## src/rtl/cmpf_consts.svh

```systemverilog
// Purpose: offsets, field positions, reset values and timing counts
// Assumes: 32-bit AHB-Lite register words, 16-bit registers, not all bits implemented
// Notes: definitions only
//
// Summary of operation
// - mask B or its complement feeds AND
// - mask A or its complement feeds AND
// - three-bit field picks the filter sample clock
// - filter enable bit switches filter on/off
// - divider ratio is two to the code
// - bit 15 powers each reference on
// - bit 14 drives reference level onto pin
// - bit 11 picks external or analog supply span
// - first bit 10 picks external input or ladder
// - second bit 10 picks inverting input reference while first bit 10 picks ladder
// - seven-bit code gives n/128 of input
// - unimplemented reference bits ignore writes, read zero
// - AND output, or inverse, gated into OR
// - level select picks suppressed comparator polarity
// - four-bit selectors pick PWM or fault masks
`ifndef CMPF_CONSTS_SVH
`define CMPF_CONSTS_SVH

// ********************************************************
// register offsets (byte addresses)
// ********************************************************
`define CMPF_OFS_MASK_SRC 8'h00
`define CMPF_OFS_MASK_GATE 8'h04
`define CMPF_OFS_FILTER 8'h08
`define CMPF_OFS_REF_ONE 8'h0C
`define CMPF_OFS_REF_TWO 8'h10
`define CMPF_OFS_STATUS 8'h14

// ********************************************************
// implemented bits and reset values
// ********************************************************
`define CMPF_IMPL_MASK_SRC 16'h0FFF
`define CMPF_IMPL_MASK_GATE 16'hBFFF
`define CMPF_IMPL_FILTER 16'h007F
`define CMPF_IMPL_REF 16'hCC7F
`define CMPF_IMPL_REF_NO_PIN 16'h8C7F
`define CMPF_RESET_VALUE 16'h0000

// ********************************************************
// field positions
// ********************************************************
`define CMPF_BIT_LEVEL_SEL 15
`define CMPF_BIT_NAND_TO_OR 7
`define CMPF_BIT_AND_TO_OR 6
`define CMPF_BIT_AND_B_TRUE 3
`define CMPF_BIT_AND_B_INV 2
`define CMPF_BIT_AND_A_TRUE 1
`define CMPF_BIT_AND_A_INV 0
`define CMPF_BIT_FILT_EN 3
`define CMPF_BIT_REF_POWER 15
`define CMPF_BIT_REF_PIN_OE 14
`define CMPF_BIT_REF_SUPPLY 11
`define CMPF_BIT_REF_INPUT 10

// ********************************************************
// timing
// ********************************************************
`define CMPF_FILTER_SAMPLES 3'h3
`define CMPF_CLK_PERIOD_NS 8

`endif

```

## src/rtl/cmpf_pkg.sv

```systemverilog
// Purpose: shared types of the comparator blank/filter block
// Assumes: constants live in cmpf_consts.svh
// Notes: types only
package cmpf_pkg;

  // ********************************************************
  // types
  // ********************************************************
  typedef logic [31:0] word_t; // bus data word
  typedef logic [15:0] half_t; // implemented register width
  typedef logic [6:0] level_t; // reference level code

  // filter sample clock source codes
  typedef enum logic [2:0] {
    SRC_PERIPH = 3'h0,
    SRC_OSC = 3'h1,
    SRC_PWM_SYNC = 3'h2,
    SRC_RESERVED = 3'h3,
    SRC_TIMER2 = 3'h4,
    SRC_TIMER3 = 3'h5,
    SRC_TIMER4 = 3'h6,
    SRC_TIMER5 = 3'h7
  } clk_src_e;

endpackage : cmpf_pkg

```

## src/rtl/cmpf_filter_core.sv

```systemverilog
// Purpose: filter clock divider and digital debounce filter
// Assumes: din and src_tick are already on CLK
// Notes: output is registered, one cycle behind din when off
`timescale 1ns/1ps
`include "cmpf_consts.svh"
module cmpf_filter_core (
  input wire logic clk,
  input wire logic rst_n,
  input wire logic en,
  input wire logic src_tick,
  input wire logic [2:0] div_code,
  input wire logic din,
  output logic dout
);
  import cmpf_pkg::*;

  logic [6:0] div_cnt_r; // divider count of source ticks
  logic [2:0] run_r; // consecutive samples at a new level
  logic dout_r; // filtered level
  logic smp_tick; // divided sample strobe
  logic [6:0] div_last; // terminal count for the code

  // ********************************************************
  // divider
  // ********************************************************
  assign div_last = 7'((8'h01 << div_code) - 8'h01);
  // at or past the terminal count, so a code lowered mid-count wraps at once
  assign smp_tick = en && src_tick && (div_cnt_r >= div_last);

  // divider cleared while off so sampling restarts cleanly
  always_ff @(posedge clk) begin
    if (!rst_n || !en) begin
      div_cnt_r <= 7'h00;
    end else if (src_tick) begin
      div_cnt_r <= (div_cnt_r >= div_last) ? 7'h00 : 7'(div_cnt_r + 7'h01);
    end
  end

  // ********************************************************
  // debounce
  // ********************************************************
  // a single glitch sample restarts the run, trading delay for noise immunity
  always_ff @(posedge clk) begin
    if (!rst_n) begin
      dout_r <= 1'b0;
      run_r <= 3'h0;
    end else if (!en) begin
      dout_r <= din;
      run_r <= 3'h0;
    end else if (smp_tick) begin
      if (din == dout_r) begin
        run_r <= 3'h0;
      end else if (run_r == `CMPF_FILTER_SAMPLES - 3'h1) begin
        dout_r <= din;
        run_r <= 3'h0;
      end else begin
        run_r <= 3'(run_r + 3'h1);
      end
    end
  end

  assign dout = dout_r;

  // ********************************************************
  // checks
  // ********************************************************
  AST_PASS_THROUGH: assert property (
    @(posedge clk) disable iff (!rst_n)
    !en |=> dout == $past(din))
    else $error("filter off but output did not follow input");

  AST_DIV_CLEARED: assert property (
    @(posedge clk) disable iff (!rst_n)
    !en |=> div_cnt_r == 7'h00)
    else $error("divider not cleared while filter off");

  AST_DIV_ONE: assert property (
    @(posedge clk) disable iff (!rst_n)
    en && src_tick && div_code == 3'h0 |-> smp_tick)
    else $error("divide 1:1 skipped a sample");

  AST_HOLD_BETWEEN: assert property (
    @(posedge clk) disable iff (!rst_n)
    en && !smp_tick |=> $stable(dout))
    else $error("filtered output moved without a sample");

endmodule : cmpf_filter_core

```

## src/rtl/comparator_blank_filter_ref_ctrl.sv

```systemverilog
// Purpose: comparator blanking, digital filter and reference control
// Assumes: AHB-Lite slave, zero wait states, one CLK domain
// Notes: pins and source clocks are synchronised before use
`timescale 1ns/1ps
`include "cmpf_consts.svh"
module comparator_blank_filter_ref_ctrl #(
  parameter bit REF2_PIN_PRESENT = 1'b1 // small packages have no second ref pin
) (
  input wire logic CLK,
  input wire logic RST_N,
  input wire logic HSEL,
  input wire logic [31:0] HADDR,
  input wire logic [1:0] HTRANS,
  input wire logic HWRITE,
  input wire logic [2:0] HSIZE,
  input wire cmpf_pkg::word_t HWDATA,
  input wire logic HREADY,
  output cmpf_pkg::word_t HRDATA,
  output logic HREADYOUT,
  output logic HRESP,
  input wire logic COMP_IN,
  input wire logic [5:0] PWM_IN,
  input wire logic [1:0] FAULT_IN,
  input wire logic OSC_CLOCK,
  input wire logic PWM_SYNC_OUTPUT_ONE,
  input wire logic TIMER2_CLOCK,
  input wire logic TIMER3_CLOCK,
  input wire logic TIMER4_CLOCK,
  input wire logic TIMER5_CLOCK,
  output logic COMP_OUT,
  output logic BLANK_ACTIVE,
  output logic REF1_POWER_ON,
  output logic REF1_PIN_OUTPUT_ENABLE,
  output logic REF1_SUPPLY_SELECT,
  output logic REF1_INPUT_SELECT,
  output cmpf_pkg::level_t REF1_LEVEL_CODE,
  output logic REF2_POWER_ON,
  output logic REF2_PIN_OUTPUT_ENABLE,
  output logic REF2_SUPPLY_SELECT,
  output cmpf_pkg::level_t REF2_LEVEL_CODE,
  output logic INV_INPUT_FROM_REF_TWO
);
  import cmpf_pkg::*;

  // ********************************************************
  // declarations
  // ********************************************************
  localparam half_t REF2_IMPL = REF2_PIN_PRESENT ?
    `CMPF_IMPL_REF : `CMPF_IMPL_REF_NO_PIN; // pin enable absent on small parts

  half_t mask_src_r, mask_src_nxt; // mask source selectors
  half_t gate_r, gate_nxt; // AND/OR gating control
  half_t filt_r, filt_nxt; // filter control
  half_t ref1_r, ref1_nxt; // reference one control
  half_t ref2_r, ref2_nxt; // reference two control
  word_t rd_nxt; // read data for the address phase
  word_t hrdata_r; // registered read data
  logic hreadyout_r; // always ready after reset
  logic wr_pend_r; // write data phase pending
  logic [7:0] wr_ofs_r; // offset of pending write
  half_t wr_lane_r; // byte lanes of pending write
  logic take; // address phase accepted

  logic [14:0] meta_r; // first synchroniser stage
  logic [14:0] sync_r; // second synchroniser stage
  logic [5:0] src_d_r; // delayed clock sources
  logic [5:0] src_rise; // source rising edges
  logic src_tick; // selected filter source tick
  logic mask_a_signal, mask_b_signal, mask_c_signal; // selected masks
  logic blank_and_output; // AND gate result
  logic blank; // OR gate result
  logic blanked; // comparator after blanking
  logic blank_r; // registered blank indication
  logic inv_ref2_r; // inverting input from reference two

  // ********************************************************
  // functions
  // ********************************************************
  // mask source decode, reserved codes give an idle mask
  function automatic logic pick_mask(input logic [3:0] sel,
                                     input logic [5:0] pwm,
                                     input logic [1:0] flt);
    logic r;
    r = 1'b0;
    case (sel)
      4'h0, 4'h1, 4'h2, 4'h3, 4'h4, 4'h5: r = pwm[sel[2:0]];
      4'hE: r = flt[0];
      4'hF: r = flt[1];
      default: r = 1'b0;
    endcase
    return r;
  endfunction : pick_mask

  // byte lanes of the low half word touched by an access
  function automatic half_t lane_mask(input logic [2:0] sz, input logic [1:0] a);
    half_t m;
    m = 16'h0000;
    if (sz >= 3'h2) begin
      m = 16'hFFFF;
    end else if (sz == 3'h1) begin
      m = a[1] ? 16'h0000 : 16'hFFFF;
    end else begin
      m = (a == 2'h0) ? 16'h00FF : ((a == 2'h1) ? 16'hFF00 : 16'h0000);
    end
    return m;
  endfunction : lane_mask

  // merge written lanes into implemented bits only
  function automatic half_t merge(input half_t old, input half_t wd,
                                  input half_t lanes, input half_t impl);
    half_t w;
    w = lanes & impl;
    return (old & ~w) | (wd & w);
  endfunction : merge

  // ********************************************************
  // synchronisers
  // ********************************************************
  // every outside level passes two flops before any logic
  always_ff @(posedge CLK) begin
    if (!RST_N) begin
      meta_r <= 15'h0000;
      sync_r <= 15'h0000;
    end else begin
      meta_r <= {TIMER5_CLOCK, TIMER4_CLOCK, TIMER3_CLOCK, TIMER2_CLOCK,
                 PWM_SYNC_OUTPUT_ONE, OSC_CLOCK, FAULT_IN, PWM_IN, COMP_IN};
      sync_r <= meta_r;
    end
  end

  // delayed copy of the source clocks for edge detection
  always_ff @(posedge CLK) begin
    if (!RST_N) begin
      src_d_r <= 6'h00;
    end else begin
      src_d_r <= sync_r[14:9];
    end
  end

  // rising edge per source; sources faster than CLK/4 will alias
  genvar gi;
  generate
    for (gi = 0; gi < 6; gi++) begin : g_edge
      assign src_rise[gi] = sync_r[9 + gi] & ~src_d_r[gi];
    end
  endgenerate

  // ********************************************************
  // filter clock select
  // ********************************************************
  always_comb begin
    case (clk_src_e'(filt_r[6:4]))
      SRC_PERIPH: src_tick = 1'b1;
      SRC_OSC: src_tick = src_rise[0];
      SRC_PWM_SYNC: src_tick = src_rise[1];
      SRC_TIMER2: src_tick = src_rise[2];
      SRC_TIMER3: src_tick = src_rise[3];
      SRC_TIMER4: src_tick = src_rise[4];
      SRC_TIMER5: src_tick = src_rise[5];
      default: src_tick = 1'b0; // reserved code never samples
    endcase
  end

  // ********************************************************
  // blanking
  // ********************************************************
  assign mask_a_signal = pick_mask(mask_src_r[3:0], sync_r[6:1], sync_r[8:7]);
  assign mask_b_signal = pick_mask(mask_src_r[7:4], sync_r[6:1], sync_r[8:7]);
  assign mask_c_signal = pick_mask(mask_src_r[11:8], sync_r[6:1], sync_r[8:7]);

  // AND of enabled terms; no term enabled leaves the gate low
  always_comb begin
    blank_and_output = |gate_r[5:0];
    if (gate_r[`CMPF_BIT_AND_B_TRUE] && !mask_b_signal) begin
      blank_and_output = 1'b0;
    end
    if (gate_r[`CMPF_BIT_AND_B_INV] && mask_b_signal) begin
      blank_and_output = 1'b0;
    end
    if (gate_r[`CMPF_BIT_AND_A_TRUE] && !mask_a_signal) begin
      blank_and_output = 1'b0;
    end
    if (gate_r[`CMPF_BIT_AND_A_INV] && mask_a_signal) begin
      blank_and_output = 1'b0;
    end
    if (gate_r[5] && !mask_c_signal) begin
      blank_and_output = 1'b0;
    end
    if (gate_r[4] && mask_c_signal) begin
      blank_and_output = 1'b0;
    end
  end

  // OR of direct mask terms and the gated AND result
  assign blank = (gate_r[`CMPF_BIT_AND_TO_OR] && blank_and_output)
    || (gate_r[`CMPF_BIT_NAND_TO_OR] && !blank_and_output)
    || (gate_r[13] && mask_c_signal) || (gate_r[12] && !mask_c_signal)
    || (gate_r[11] && mask_b_signal) || (gate_r[10] && !mask_b_signal)
    || (gate_r[9] && mask_a_signal) || (gate_r[8] && !mask_a_signal);

  // suppress the asserted level chosen by the level select
  assign blanked = gate_r[`CMPF_BIT_LEVEL_SEL] ? (sync_r[0] | blank)
                                               : (sync_r[0] & ~blank);

  always_ff @(posedge CLK) begin
    if (!RST_N) begin
      blank_r <= 1'b0;
    end else begin
      blank_r <= blank;
    end
  end

  // ********************************************************
  // filter
  // ********************************************************
  cmpf_filter_core u_filter (
    .clk(CLK),
    .rst_n(RST_N),
    .en(filt_r[`CMPF_BIT_FILT_EN]),
    .src_tick(src_tick),
    .div_code(filt_r[2:0]),
    .din(blanked),
    .dout(COMP_OUT)
  );

  // ********************************************************
  // bus address phase
  // ********************************************************
  assign take = HSEL && HREADY && HTRANS[1];

  always_ff @(posedge CLK) begin
    if (!RST_N) begin
      wr_pend_r <= 1'b0;
      wr_ofs_r <= 8'h00;
      wr_lane_r <= 16'h0000;
    end else begin
      wr_pend_r <= take && HWRITE;
      if (take) begin
        wr_ofs_r <= HADDR[7:0];
        wr_lane_r <= lane_mask(HSIZE, HADDR[1:0]);
      end
    end
  end

  // ********************************************************
  // register next values
  // ********************************************************
  always_comb begin
    mask_src_nxt = mask_src_r;
    gate_nxt = gate_r;
    filt_nxt = filt_r;
    ref1_nxt = ref1_r;
    ref2_nxt = ref2_r;
    if (wr_pend_r) begin
      case (wr_ofs_r)
        `CMPF_OFS_MASK_SRC: mask_src_nxt = merge(mask_src_r, HWDATA[15:0], wr_lane_r, `CMPF_IMPL_MASK_SRC);
        `CMPF_OFS_MASK_GATE: gate_nxt = merge(gate_r, HWDATA[15:0], wr_lane_r, `CMPF_IMPL_MASK_GATE);
        `CMPF_OFS_FILTER: filt_nxt = merge(filt_r, HWDATA[15:0], wr_lane_r, `CMPF_IMPL_FILTER);
        `CMPF_OFS_REF_ONE: ref1_nxt = merge(ref1_r, HWDATA[15:0], wr_lane_r, `CMPF_IMPL_REF);
        `CMPF_OFS_REF_TWO: ref2_nxt = merge(ref2_r, HWDATA[15:0], wr_lane_r, REF2_IMPL);
        default: mask_src_nxt = mask_src_r; // unmapped or read-only
      endcase
    end
  end

  // control registers
  always_ff @(posedge CLK) begin
    if (!RST_N) begin
      mask_src_r <= `CMPF_RESET_VALUE;
      gate_r <= `CMPF_RESET_VALUE;
      filt_r <= `CMPF_RESET_VALUE;
      ref1_r <= `CMPF_RESET_VALUE;
      ref2_r <= `CMPF_RESET_VALUE;
    end else begin
      mask_src_r <= mask_src_nxt;
      gate_r <= gate_nxt;
      filt_r <= filt_nxt;
      ref1_r <= ref1_nxt;
      ref2_r <= ref2_nxt;
    end
  end

  // ********************************************************
  // read path
  // ********************************************************
  // reads use next values so a write just ahead is seen
  always_comb begin
    case (HADDR[7:0])
      `CMPF_OFS_MASK_SRC: rd_nxt = {16'h0000, mask_src_nxt};
      `CMPF_OFS_MASK_GATE: rd_nxt = {16'h0000, gate_nxt};
      `CMPF_OFS_FILTER: rd_nxt = {16'h0000, filt_nxt};
      `CMPF_OFS_REF_ONE: rd_nxt = {16'h0000, ref1_nxt};
      `CMPF_OFS_REF_TWO: rd_nxt = {16'h0000, ref2_nxt};
      `CMPF_OFS_STATUS: rd_nxt = {29'h00000000, COMP_OUT, blank_r, sync_r[0]};
      default: rd_nxt = 32'h00000000; // unmapped reads zero
    endcase
  end

  always_ff @(posedge CLK) begin
    if (!RST_N) begin
      hrdata_r <= 32'h00000000;
      hreadyout_r <= 1'b0;
    end else begin
      hreadyout_r <= 1'b1; // zero wait states
      if (take && !HWRITE) begin
        hrdata_r <= rd_nxt;
      end
    end
  end

  assign HRDATA = hrdata_r;
  assign HREADYOUT = hreadyout_r;
  assign HRESP = 1'b0; // always OKAY

  // ********************************************************
  // reference outputs
  // ********************************************************
  // ladder selection is only meaningful with the ladder in use
  always_ff @(posedge CLK) begin
    if (!RST_N) begin
      inv_ref2_r <= 1'b0;
    end else begin
      inv_ref2_r <= !ref1_r[`CMPF_BIT_REF_INPUT] && ref2_r[`CMPF_BIT_REF_INPUT];
    end
  end

  assign REF1_POWER_ON = ref1_r[`CMPF_BIT_REF_POWER];
  assign REF1_PIN_OUTPUT_ENABLE = ref1_r[`CMPF_BIT_REF_PIN_OE];
  assign REF1_SUPPLY_SELECT = ref1_r[`CMPF_BIT_REF_SUPPLY];
  assign REF1_INPUT_SELECT = ref1_r[`CMPF_BIT_REF_INPUT];
  assign REF1_LEVEL_CODE = ref1_r[6:0];
  assign REF2_POWER_ON = ref2_r[`CMPF_BIT_REF_POWER];
  assign REF2_PIN_OUTPUT_ENABLE = ref2_r[`CMPF_BIT_REF_PIN_OE];
  assign REF2_SUPPLY_SELECT = ref2_r[`CMPF_BIT_REF_SUPPLY];
  assign REF2_LEVEL_CODE = ref2_r[6:0];
  assign INV_INPUT_FROM_REF_TWO = inv_ref2_r;
  assign BLANK_ACTIVE = blank_r;

  // ********************************************************
  // checks
  // ********************************************************
  AST_AND_B: assert property (
    @(posedge CLK) disable iff (!RST_N)
    gate_r[3] && !mask_b_signal |-> !blank_and_output)
    else $error("AND gate high with mask B term low");

  AST_AND_A: assert property (
    @(posedge CLK) disable iff (!RST_N)
    gate_r[0] && mask_a_signal |-> !blank_and_output)
    else $error("AND gate high with inverted mask A low");

  AST_PERIPH_TICK: assert property (
    @(posedge CLK) disable iff (!RST_N)
    filt_r[6:4] == 3'h0 |-> src_tick)
    else $error("peripheral clock source missed a tick");

  AST_RESERVED_SRC: assert property (
    @(posedge CLK) disable iff (!RST_N)
    filt_r[6:4] == 3'h3 |-> !src_tick)
    else $error("reserved filter source produced a tick");

  AST_REF_ZERO_BITS: assert property (
    @(posedge CLK) disable iff (!RST_N)
    ##1 ref1_r[13:12] == 2'h0 && ref1_r[9:7] == 3'h0 && ref2_r[13:12] == 2'h0 && ref2_r[9:7] == 3'h0)
    else $error("unimplemented reference bit set");

  AST_INV_SELECT: assert property (
    @(posedge CLK) disable iff (!RST_N)
    ref1_r[10] ##1 1'b1 |-> !INV_INPUT_FROM_REF_TWO)
    else $error("reference two chosen while external input selected");

  AST_BLANK_HIGH: assert property (
    @(posedge CLK) disable iff (!RST_N)
    !gate_r[15] && blank |-> !blanked)
    else $error("high comparator level passed during blanking");

  AST_AND_TO_OR: assert property (
    @(posedge CLK) disable iff (!RST_N)
    gate_r[6] && blank_and_output |=> BLANK_ACTIVE)
    else $error("AND output did not reach OR gate");

  AST_PWR_WRITE: assert property (
    @(posedge CLK) disable iff (!RST_N)
    wr_pend_r && wr_ofs_r == 8'h0C && wr_lane_r[15] |=> REF1_POWER_ON == $past(HWDATA[15]))
    else $error("reference one power bit did not follow write");

endmodule : comparator_blank_filter_ref_ctrl

```

## config.mk

```make
export PLATFORM = sky130hd
export DESIGN_NAME = comparator_blank_filter_ref_ctrl
export DESIGN_NICKNAME = d
export VERILOG_FILES = /design/src/rtl/cmpf_pkg.sv /design/src/rtl/cmpf_filter_core.sv /design/src/rtl/comparator_blank_filter_ref_ctrl.sv
export VERILOG_INCLUDE_DIRS = /design/src /design/src/rtl
export SDC_FILE = /design/constraint.sdc
export NUM_CORES = 1
export LEC_CHECK = 0
export ABC_AREA = 1
export CAP_MARGIN = 40
export CORE_AREA = 3 3 111 113
export DETAILED_ROUTE_END_ITERATION = 6
export DIE_AREA = 0 0 114 116
export DONT_BUFFER_PORTS = 1
export PLACE_DENSITY = 0.66
export SYNTH_ARGS = -nofsm -noshare
export SYNTH_HDL_FRONTEND = slang
export SYNTH_SLANG_ARGS = --single-unit
```

## constraint.sdc

```tcl
create_clock -name CLK -period 4.52 [get_ports CLK]
set_input_delay 0.226 -clock CLK [delete_from_list [all_inputs] [get_ports CLK]]
set_output_delay 0.226 -clock CLK [all_outputs]
set_load 0.02 [all_outputs]
```

Yosys cells after proc, flatten, opt, wreduce, memory -nomap -nowiden
Cells that the tools add are included.
{ "word_totals": {"reg_bits": 187} }
{ "classes": {"addsub": 3, "n_bitwise": 33, "n_eq_ne": 43, "reduce_logical": 50, "magnitude_cmp": 5, "mux": 41, "shift": 1} }
{ "op_table": {"columns": ["cell", "n"], "rows": [
  ["16-bit 2-to-1 mux", 15],
  ["16-bit AND", 7],
  ["16-bit case mux with 6 select lines", 1],
  ["16-bit OR", 5],
  ["8-bit by 4-bit equality test with 1-bit output, second input constant", 4],
  ["16-bit inverter", 2],
  ["4-bit by 2-bit equality test with 1-bit output, second input constant", 6],
  ["4-bit by 3-bit equality test with 1-bit output, second input constant", 6],
  ["4-bit equality test, second input constant", 6],
  ["8-bit by 5-bit equality test with 1-bit output, second input constant", 3],
  ["6-bit OR reduction", 4],
  ["1-bit logical AND", 21],
  ["16-bit by 12-bit AND with 16-bit output", 1],
  ["16-bit by 7-bit AND with 16-bit output", 1],
  ["8-bit by 3-bit equality test with 1-bit output, second input constant", 2],
  ["8-bit zero test", 2],
  ["12-bit inverter with 16-bit output", 1],
  ["7-bit inverter with 16-bit output", 1],
  ["1-bit 2-to-1 mux", 15],
  ["3-bit equality test, second input constant", 4],
  ["4-bit by 1-bit equality test with 1-bit output, second input constant", 3],
  ["4-bit zero test", 3],
  ["3-bit by 4-bit < comparator with 1-bit output, second input constant", 3],
  ["1-bit binary-select mux with 3-bit select", 3],
  ["other kinds (25)", 57]
]} }

Logic depth before layout (Yosys ltp)
{ "depth": {"ltp_word": 27, "mapped_depth": 18, "depth_no_buf": 18} }

By module
From an unflattened synthesis, not the netlist that was laid out.
{ "unflattened": {"cells_unflattened": 943, "hier_area_um2": 6492.5} }
{ "by_module_without_submodules": {"columns": ["module", "area_per_inst_um2", "cells_each", "instances", "seq_area_each_um2"], "rows": [
  ["comparator_blank_filter_ref_ctrl", 5716.7, 839, 1, 2442.3],
  ["cmpf_filter_core", 775.7, 104, 1, 220.2]
]} }

Worst setup path before layout
Ideal clock, no wire load.
{ "synth_timing": {"path_kind": "register -> register", "startpoint": "register filt_r[1]", "endpoint": "register u_filter.run_r[1]", "t_required_ns": 4.464, "setup_time_ns": 0.056, "t_arrival_ns": 1.737, "path_buffers": 0, "slack_ns": 2.727, "stages_incl_launch_ff": 12, "period_less_slack_ns": 1.793, "path_cell_list": "dfxtp_1 -> a21oi_1 -> ha_1 -> a21oi_1 -> o21ai_0 -> nand4_1 -> o2111ai_1 -> nand3_2 -> inv_1 -> a221oi_1 -> nand2_1 -> inv_1"} }
{ "synth_via": {"elab_chain_cells": 4} }
{ "synth_rtl": {"columns": ["item", "line_no", "source"], "rows": [
  ["from (decl)", "comparator_blank_filter_ref_ctrl.sv:53", "half_t filt_r, filt_nxt;"],
  ["from (signal assigned)", "comparator_blank_filter_ref_ctrl.sv:271", "filt_r <= `CMPF_RESET_VALUE;"],
  ["from (signal assigned)", "comparator_blank_filter_ref_ctrl.sv:277", "filt_r <= filt_nxt;"],
  ["1-bit by 3-bit << shifter with 7-bit output", "cmpf_filter_core.sv:26", "assign div_last = 7'((8'h01 << div_code) - 8'h01);"],
  ["7-bit by 1-bit subtractor with 7-bit output", "cmpf_filter_core.sv:26", null],
  ["7-bit greater-or-equal comparator", "cmpf_filter_core.sv:28", "assign smp_tick = en && src_tick && (div_cnt_r >= div_last);"],
  ["1-bit logical AND", "cmpf_filter_core.sv:28", null],
  ["to (signal assigned)", "cmpf_filter_core.sv:57", "run_r <= 3'(run_r + 3'h1);"],
  ["to (decl)", "cmpf_filter_core.sv:18", "logic [2:0] run_r;"]
]} }
Every way passes these cells.
A chain may end at the register's enable or synchronous reset.

Worst setup path after layout
{ "layout_timing": {"startpoint": "register wr_ofs_r[1]", "endpoint": "register hrdata_r[5], in the netlist HRDATA[5]"} }
{ "layout_via": {"elab_chain_cells": 4, "word_cells_on_any_way": 16} }
{ "layout_rtl": {"columns": ["item", "line_no", "source"], "rows": [
  ["from (decl)", "comparator_blank_filter_ref_ctrl.sv:60", "logic [7:0] wr_ofs_r;"],
  ["from (signal assigned)", "comparator_blank_filter_ref_ctrl.sv:239", "wr_ofs_r <= HADDR[7:0];"],
  ["8-bit by 5-bit equality test with 1-bit output, or another cell as far along", "comparator_blank_filter_ref_ctrl.sv:255", "case (wr_ofs_r)"],
  ["16-bit 2-to-1 mux", "comparator_blank_filter_ref_ctrl.sv:255", null],
  ["16-bit 2-to-1 mux", "comparator_blank_filter_ref_ctrl.sv:254", "if (wr_pend_r) begin"],
  ["16-bit case mux with 6 select lines (*)", "comparator_blank_filter_ref_ctrl.sv:288", "case (HADDR[7:0])"],
  ["to (signal assigned)", "comparator_blank_filter_ref_ctrl.sv:306", "hrdata_r <= rd_nxt;"],
  ["to (decl)", "comparator_blank_filter_ref_ctrl.sv:57", "word_t hrdata_r;"]
]} }
Mark *: on every way between the ends. The rest lies on a longest branch, timed or not.

==> impl_metrics.json <==
{
  "min_path_type": "input pin to flip-flop",
  "worst-path-stages": 11,
  "period_needed_ps": 2570,
  "ir_drop_v": 0.000282,
  "rrSetupSlack_ps": 1950,
  "cts.htree.levels": 4,
  "drt-pass1-iter-count": 7,
  "synth_edf_count": 0,
  "synth_area_mm2": 0.00626,
  "initial_core_util_pct": 54.8,
  "max_slew_margin_pct": 51.3,
  "clkPwrFrac_pct": 51.0,
  "setup.worst_path.start_class": "flip-flop",
  "crit_path_top_delay_cell": "nand4_1",
  "pwr-share-comb_pct": 4.7,
  "p_sw_uw": 599,
  "hold_viol_final": 0,
  "synthAdderAreaFrac_pct": 1.60,
  "power.density_mw_per_mm2": 383,
  "ys_ff_latch": 133,
  "worst_setup_path_end_kind": "flip-flop",
  "grtUsageMet2_pct": 39.6,
  "maxCapViolations": 0,
  "crit-reg2reg-capture": "HRDATA[5]$_SDFFE_PN0P_",
  "setup_tns_ps": 0,
  "p_leak_uw": 0.00304,
  "grt.busiest_layer": "met2",
  "critPathRequiredTime_ps": 4800,
  "fin_skew_ps": 11.1,
  "crit_path_frequent_cell": "nand2_1",
  "vias": 5621,
  "status": "complete, but fails checks",
  "violations": "design-rule violations",
  "reg2reg_depth": 11,
  "routedWlPerCell_um": 15.4,
  "gr-usage-all-layers_pct": 25.1,
  "routed_via_density": 5.37,
  "port_buffers": 0,
  "met1_usage_pct": 30.6,
  "io_pins": 147,
  "cts_tree": "done",
  "switching_share_pct": 22.0,
  "nNetsFinal": 988,
  "core_mm2": 0.0114,
  "reg2reg_from": "wr_ofs_r[1]$_SDFFE_PN0P_",
  "worst-path-buf-inv": 2,
  "path_clk_slew_ps": 60,
  "yosys_most_used_dff": "dfxtp_1",
  "post-route-util_pct": 62.2,
  "die_height_um": 116,
  "final_common_cell": "nand2_1",
  "grt.met3_usage_pct": 9.66,
  "route.antenna.remaining_nets": 0,
  "grt_pass1_wl_um": 25600,
  "area_growth_pct": 13.5,
  "cp_slowest_stage_delay_ps": 550,
  "period_share_pct": 56.8,
  "synthSimpleGateAreaFrac_pct": 25.9,
  "antenna_found_initial": 0,
  "async_flop_share_pct": 0,
  "p_seq_share_pct": 44.3,
  "power_uw": 2720,
  "dieArea_mm2": 0.0132,
  "layout-drive-gt1-share_pct": 10.2,
  "drt_first_iter_violations": 580,
  "path_class": "flip-flop to flip-flop",
  "cts_made_buffers": 17,
  "final_cell_area_mm2": 0.00711,
  "p_int_uw": 2120,
  "mostFrequentLayoutCells": "177 x nand2_1, 148 x inv_1, 133 x dfxtp_1, 110 x nor2_1, 32 x a21oi_1",
  "cts_resized": 0,
  "yosysWarnings": 0,
  "worst_pin_slew_ps": 729,
  "yosysUniqueCellTypes": 43,
  "grt_pass1_vias": 5224,
  "slew_violations": 0,
  "placedInstanceArea_mm2": 0.00623,
  "grt_max_degree": 56,
  "synth_top_family_by_area": "simple AND/OR/NAND/NOR gates",
  "overflow": 0,
  "critPathTopFamily": "simple AND/OR/NAND/NOR gates",
  "crit_fanout": 11,
  "routed_wl_um": 16100,
  "rsz0062_at_grt": "no",
  "synth_compound_area_share_pct": 14.6,
  "muxShareOfSynthArea_pct": 0,
  "die_w_um": 114,
  "row_count": 39,
  "syn_avg_cell_area_um2": 7.17,
  "finalSetupViolations": 0,
  "cts_buffer_depth": 2,
  "fmax_ghz": 0.390,
  "clock-root-buffer": "clkbuf_16",
  "dp_hpwl_um": 11500,
  "ys_seq_area_share_pct": 42.5,
  "path_cells": "inv_2 > nand2_1 > nor2_4 > nand4_1 > nor2_1 > inv_1 > o2bb2ai_1 > nand2_1 > o211ai_2 > o21ai_1 > a21oi_1",
  "nFillCells": 1013,
  "clk-insertion-delay-late_ps": 420,
  "drc_errors": 1,
  "endpoint": "HRDATA[5]$_SDFFE_PN0P_",
  "place_congestion": 0.923,
  "crit_arrival_ps": 2840,
  "synthCells": 873,
  "synth-xor-area-share_pct": 0.560,
  "cts.sinks": 133,
  "startpoint": "wr_ofs_r[1]$_SDFFE_PN0P_",
  "insertedDiodeCount": 0,
  "hold_ws_ps": 24.8,
  "postCtsSetupBuffers": 0
}
-- power groups by stage --
stage / Sequential (µW) / Combinational [µW] / Clock (µW)
after global placement: 1230 / 99.0 / 0
after floorplan: 1230 / 99.8 / 0
final: 1200 / 129 / 1390
after CTS: 1200 / 128 / 1410
after detailed placement: 1230 / 101 / 0
after global routing: 1210 / 143 / 1460
-- how the worst min path moves through the flow --
stage,start,endpoint,depth (start not counted)
after floorplan,RST_N,HREADYOUT$_DFF_P_,0
after global placement,RST_N,HREADYOUT$_DFF_P_,0
after detailed placement,RST_N,HREADYOUT$_DFF_P_,0
after CTS,HADDR[2],wr_ofs_r[2]$_SDFFE_PN0P_,2
after global routing,HADDR[3],wr_ofs_r[3]$_SDFFE_PN0P_,2
final,HSIZE[0],wr_lane_r[14]$_SDFFE_PN0P_,2
-- Yosys cell counts (5+ instances only) --
| master | count | area [µm²] |
|---|---|---|
| buf_4 | 25 | 188 |
| nor3_1 | 6 | 30.0 |
| a22oi_1 | 13 | 97.6 |
| nand2_2 | 8 | 50.1 |
| o21ai_0 | 21 | 105 |
| inv_2 | 18 | 67.6 |
| nor2_2 | 5 | 31.3 |
| ha_1 | 8 | 100 |
| nand2_1 | 177 | 664 |
| clkbuf_1 | 16 | 60.1 |
| o21ai_1 | 28 | 140 |
| nand4_1 | 5 | 31.3 |
| dfxtp_1 | 133 | 2660 |
| nand3_1 | 30 | 150 |
| nand3_2 | 8 | 80.1 |
| inv_1 | 148 | 556 |
| a21oi_1 | 32 | 160 |
| nor2_1 | 110 | 413 |
| o22ai_1 | 31 | 194 |
-- stage by stage --
step | setup WS (ps) | cells
after global placement | 2120 | 988
after global routing | 1790 | 1046
after floorplan | 2730 | 889
final | 1950 | 1046
after detailed placement | 2120 | 988
after CTS | 2040 | 1046
-- what timing repair did --
item,4_1_cts,5_1_grt
endpoints found under the setup margin,0,0
hold buffers,27,0
hold endpoints to repair,54,0
-- state kept, by name (all words and copies together) (netlist names) --
name,flops
HRDATA,16
gate_r,15
meta_r,15
sync_r,15
mask_src_r,12
ref1_r,11
ref2_r,11
wr_ofs_r,8
filt_r,7
u_filter.div_cnt_r,7
src_d_r,6
u_filter.run_r,3
wr_lane_r,2
BLANK_ACTIVE,1
HREADYOUT,1
INV_INPUT_FROM_REF_TWO,1
u_filter.dout,1
wr_pend_r,1
-- cell type report --
type                    count  area (µm²)  area share (%)
clock buffers              22         464            6.53
clock inverters             9         128            1.80
multi-input cells         541        2740            38.5
inverters                 169         639            9.00
well taps                 143         179            2.52
flip-flops and latches    133        2660            37.5
repair buffers             29         295            4.16
-- cells by family (layout without fill, tap and decap cells) --
family,count (synthesis),after routing
compound gates,148,148
xor+xnor,4,4
fa+ha+maj,8,8
buf+inv,215,229
flops,133,133
other cells,1,17
simple gates,364,364
-- metal layers --
metal / part of all wire, % / up-vias
met5: 0 / -
met4: 2.7 / 0
met3: 10 / 44
met2: 44 / 257
met1: 43 / 2572
li1: - / 2748
Power figures use the tool's default switching activity.
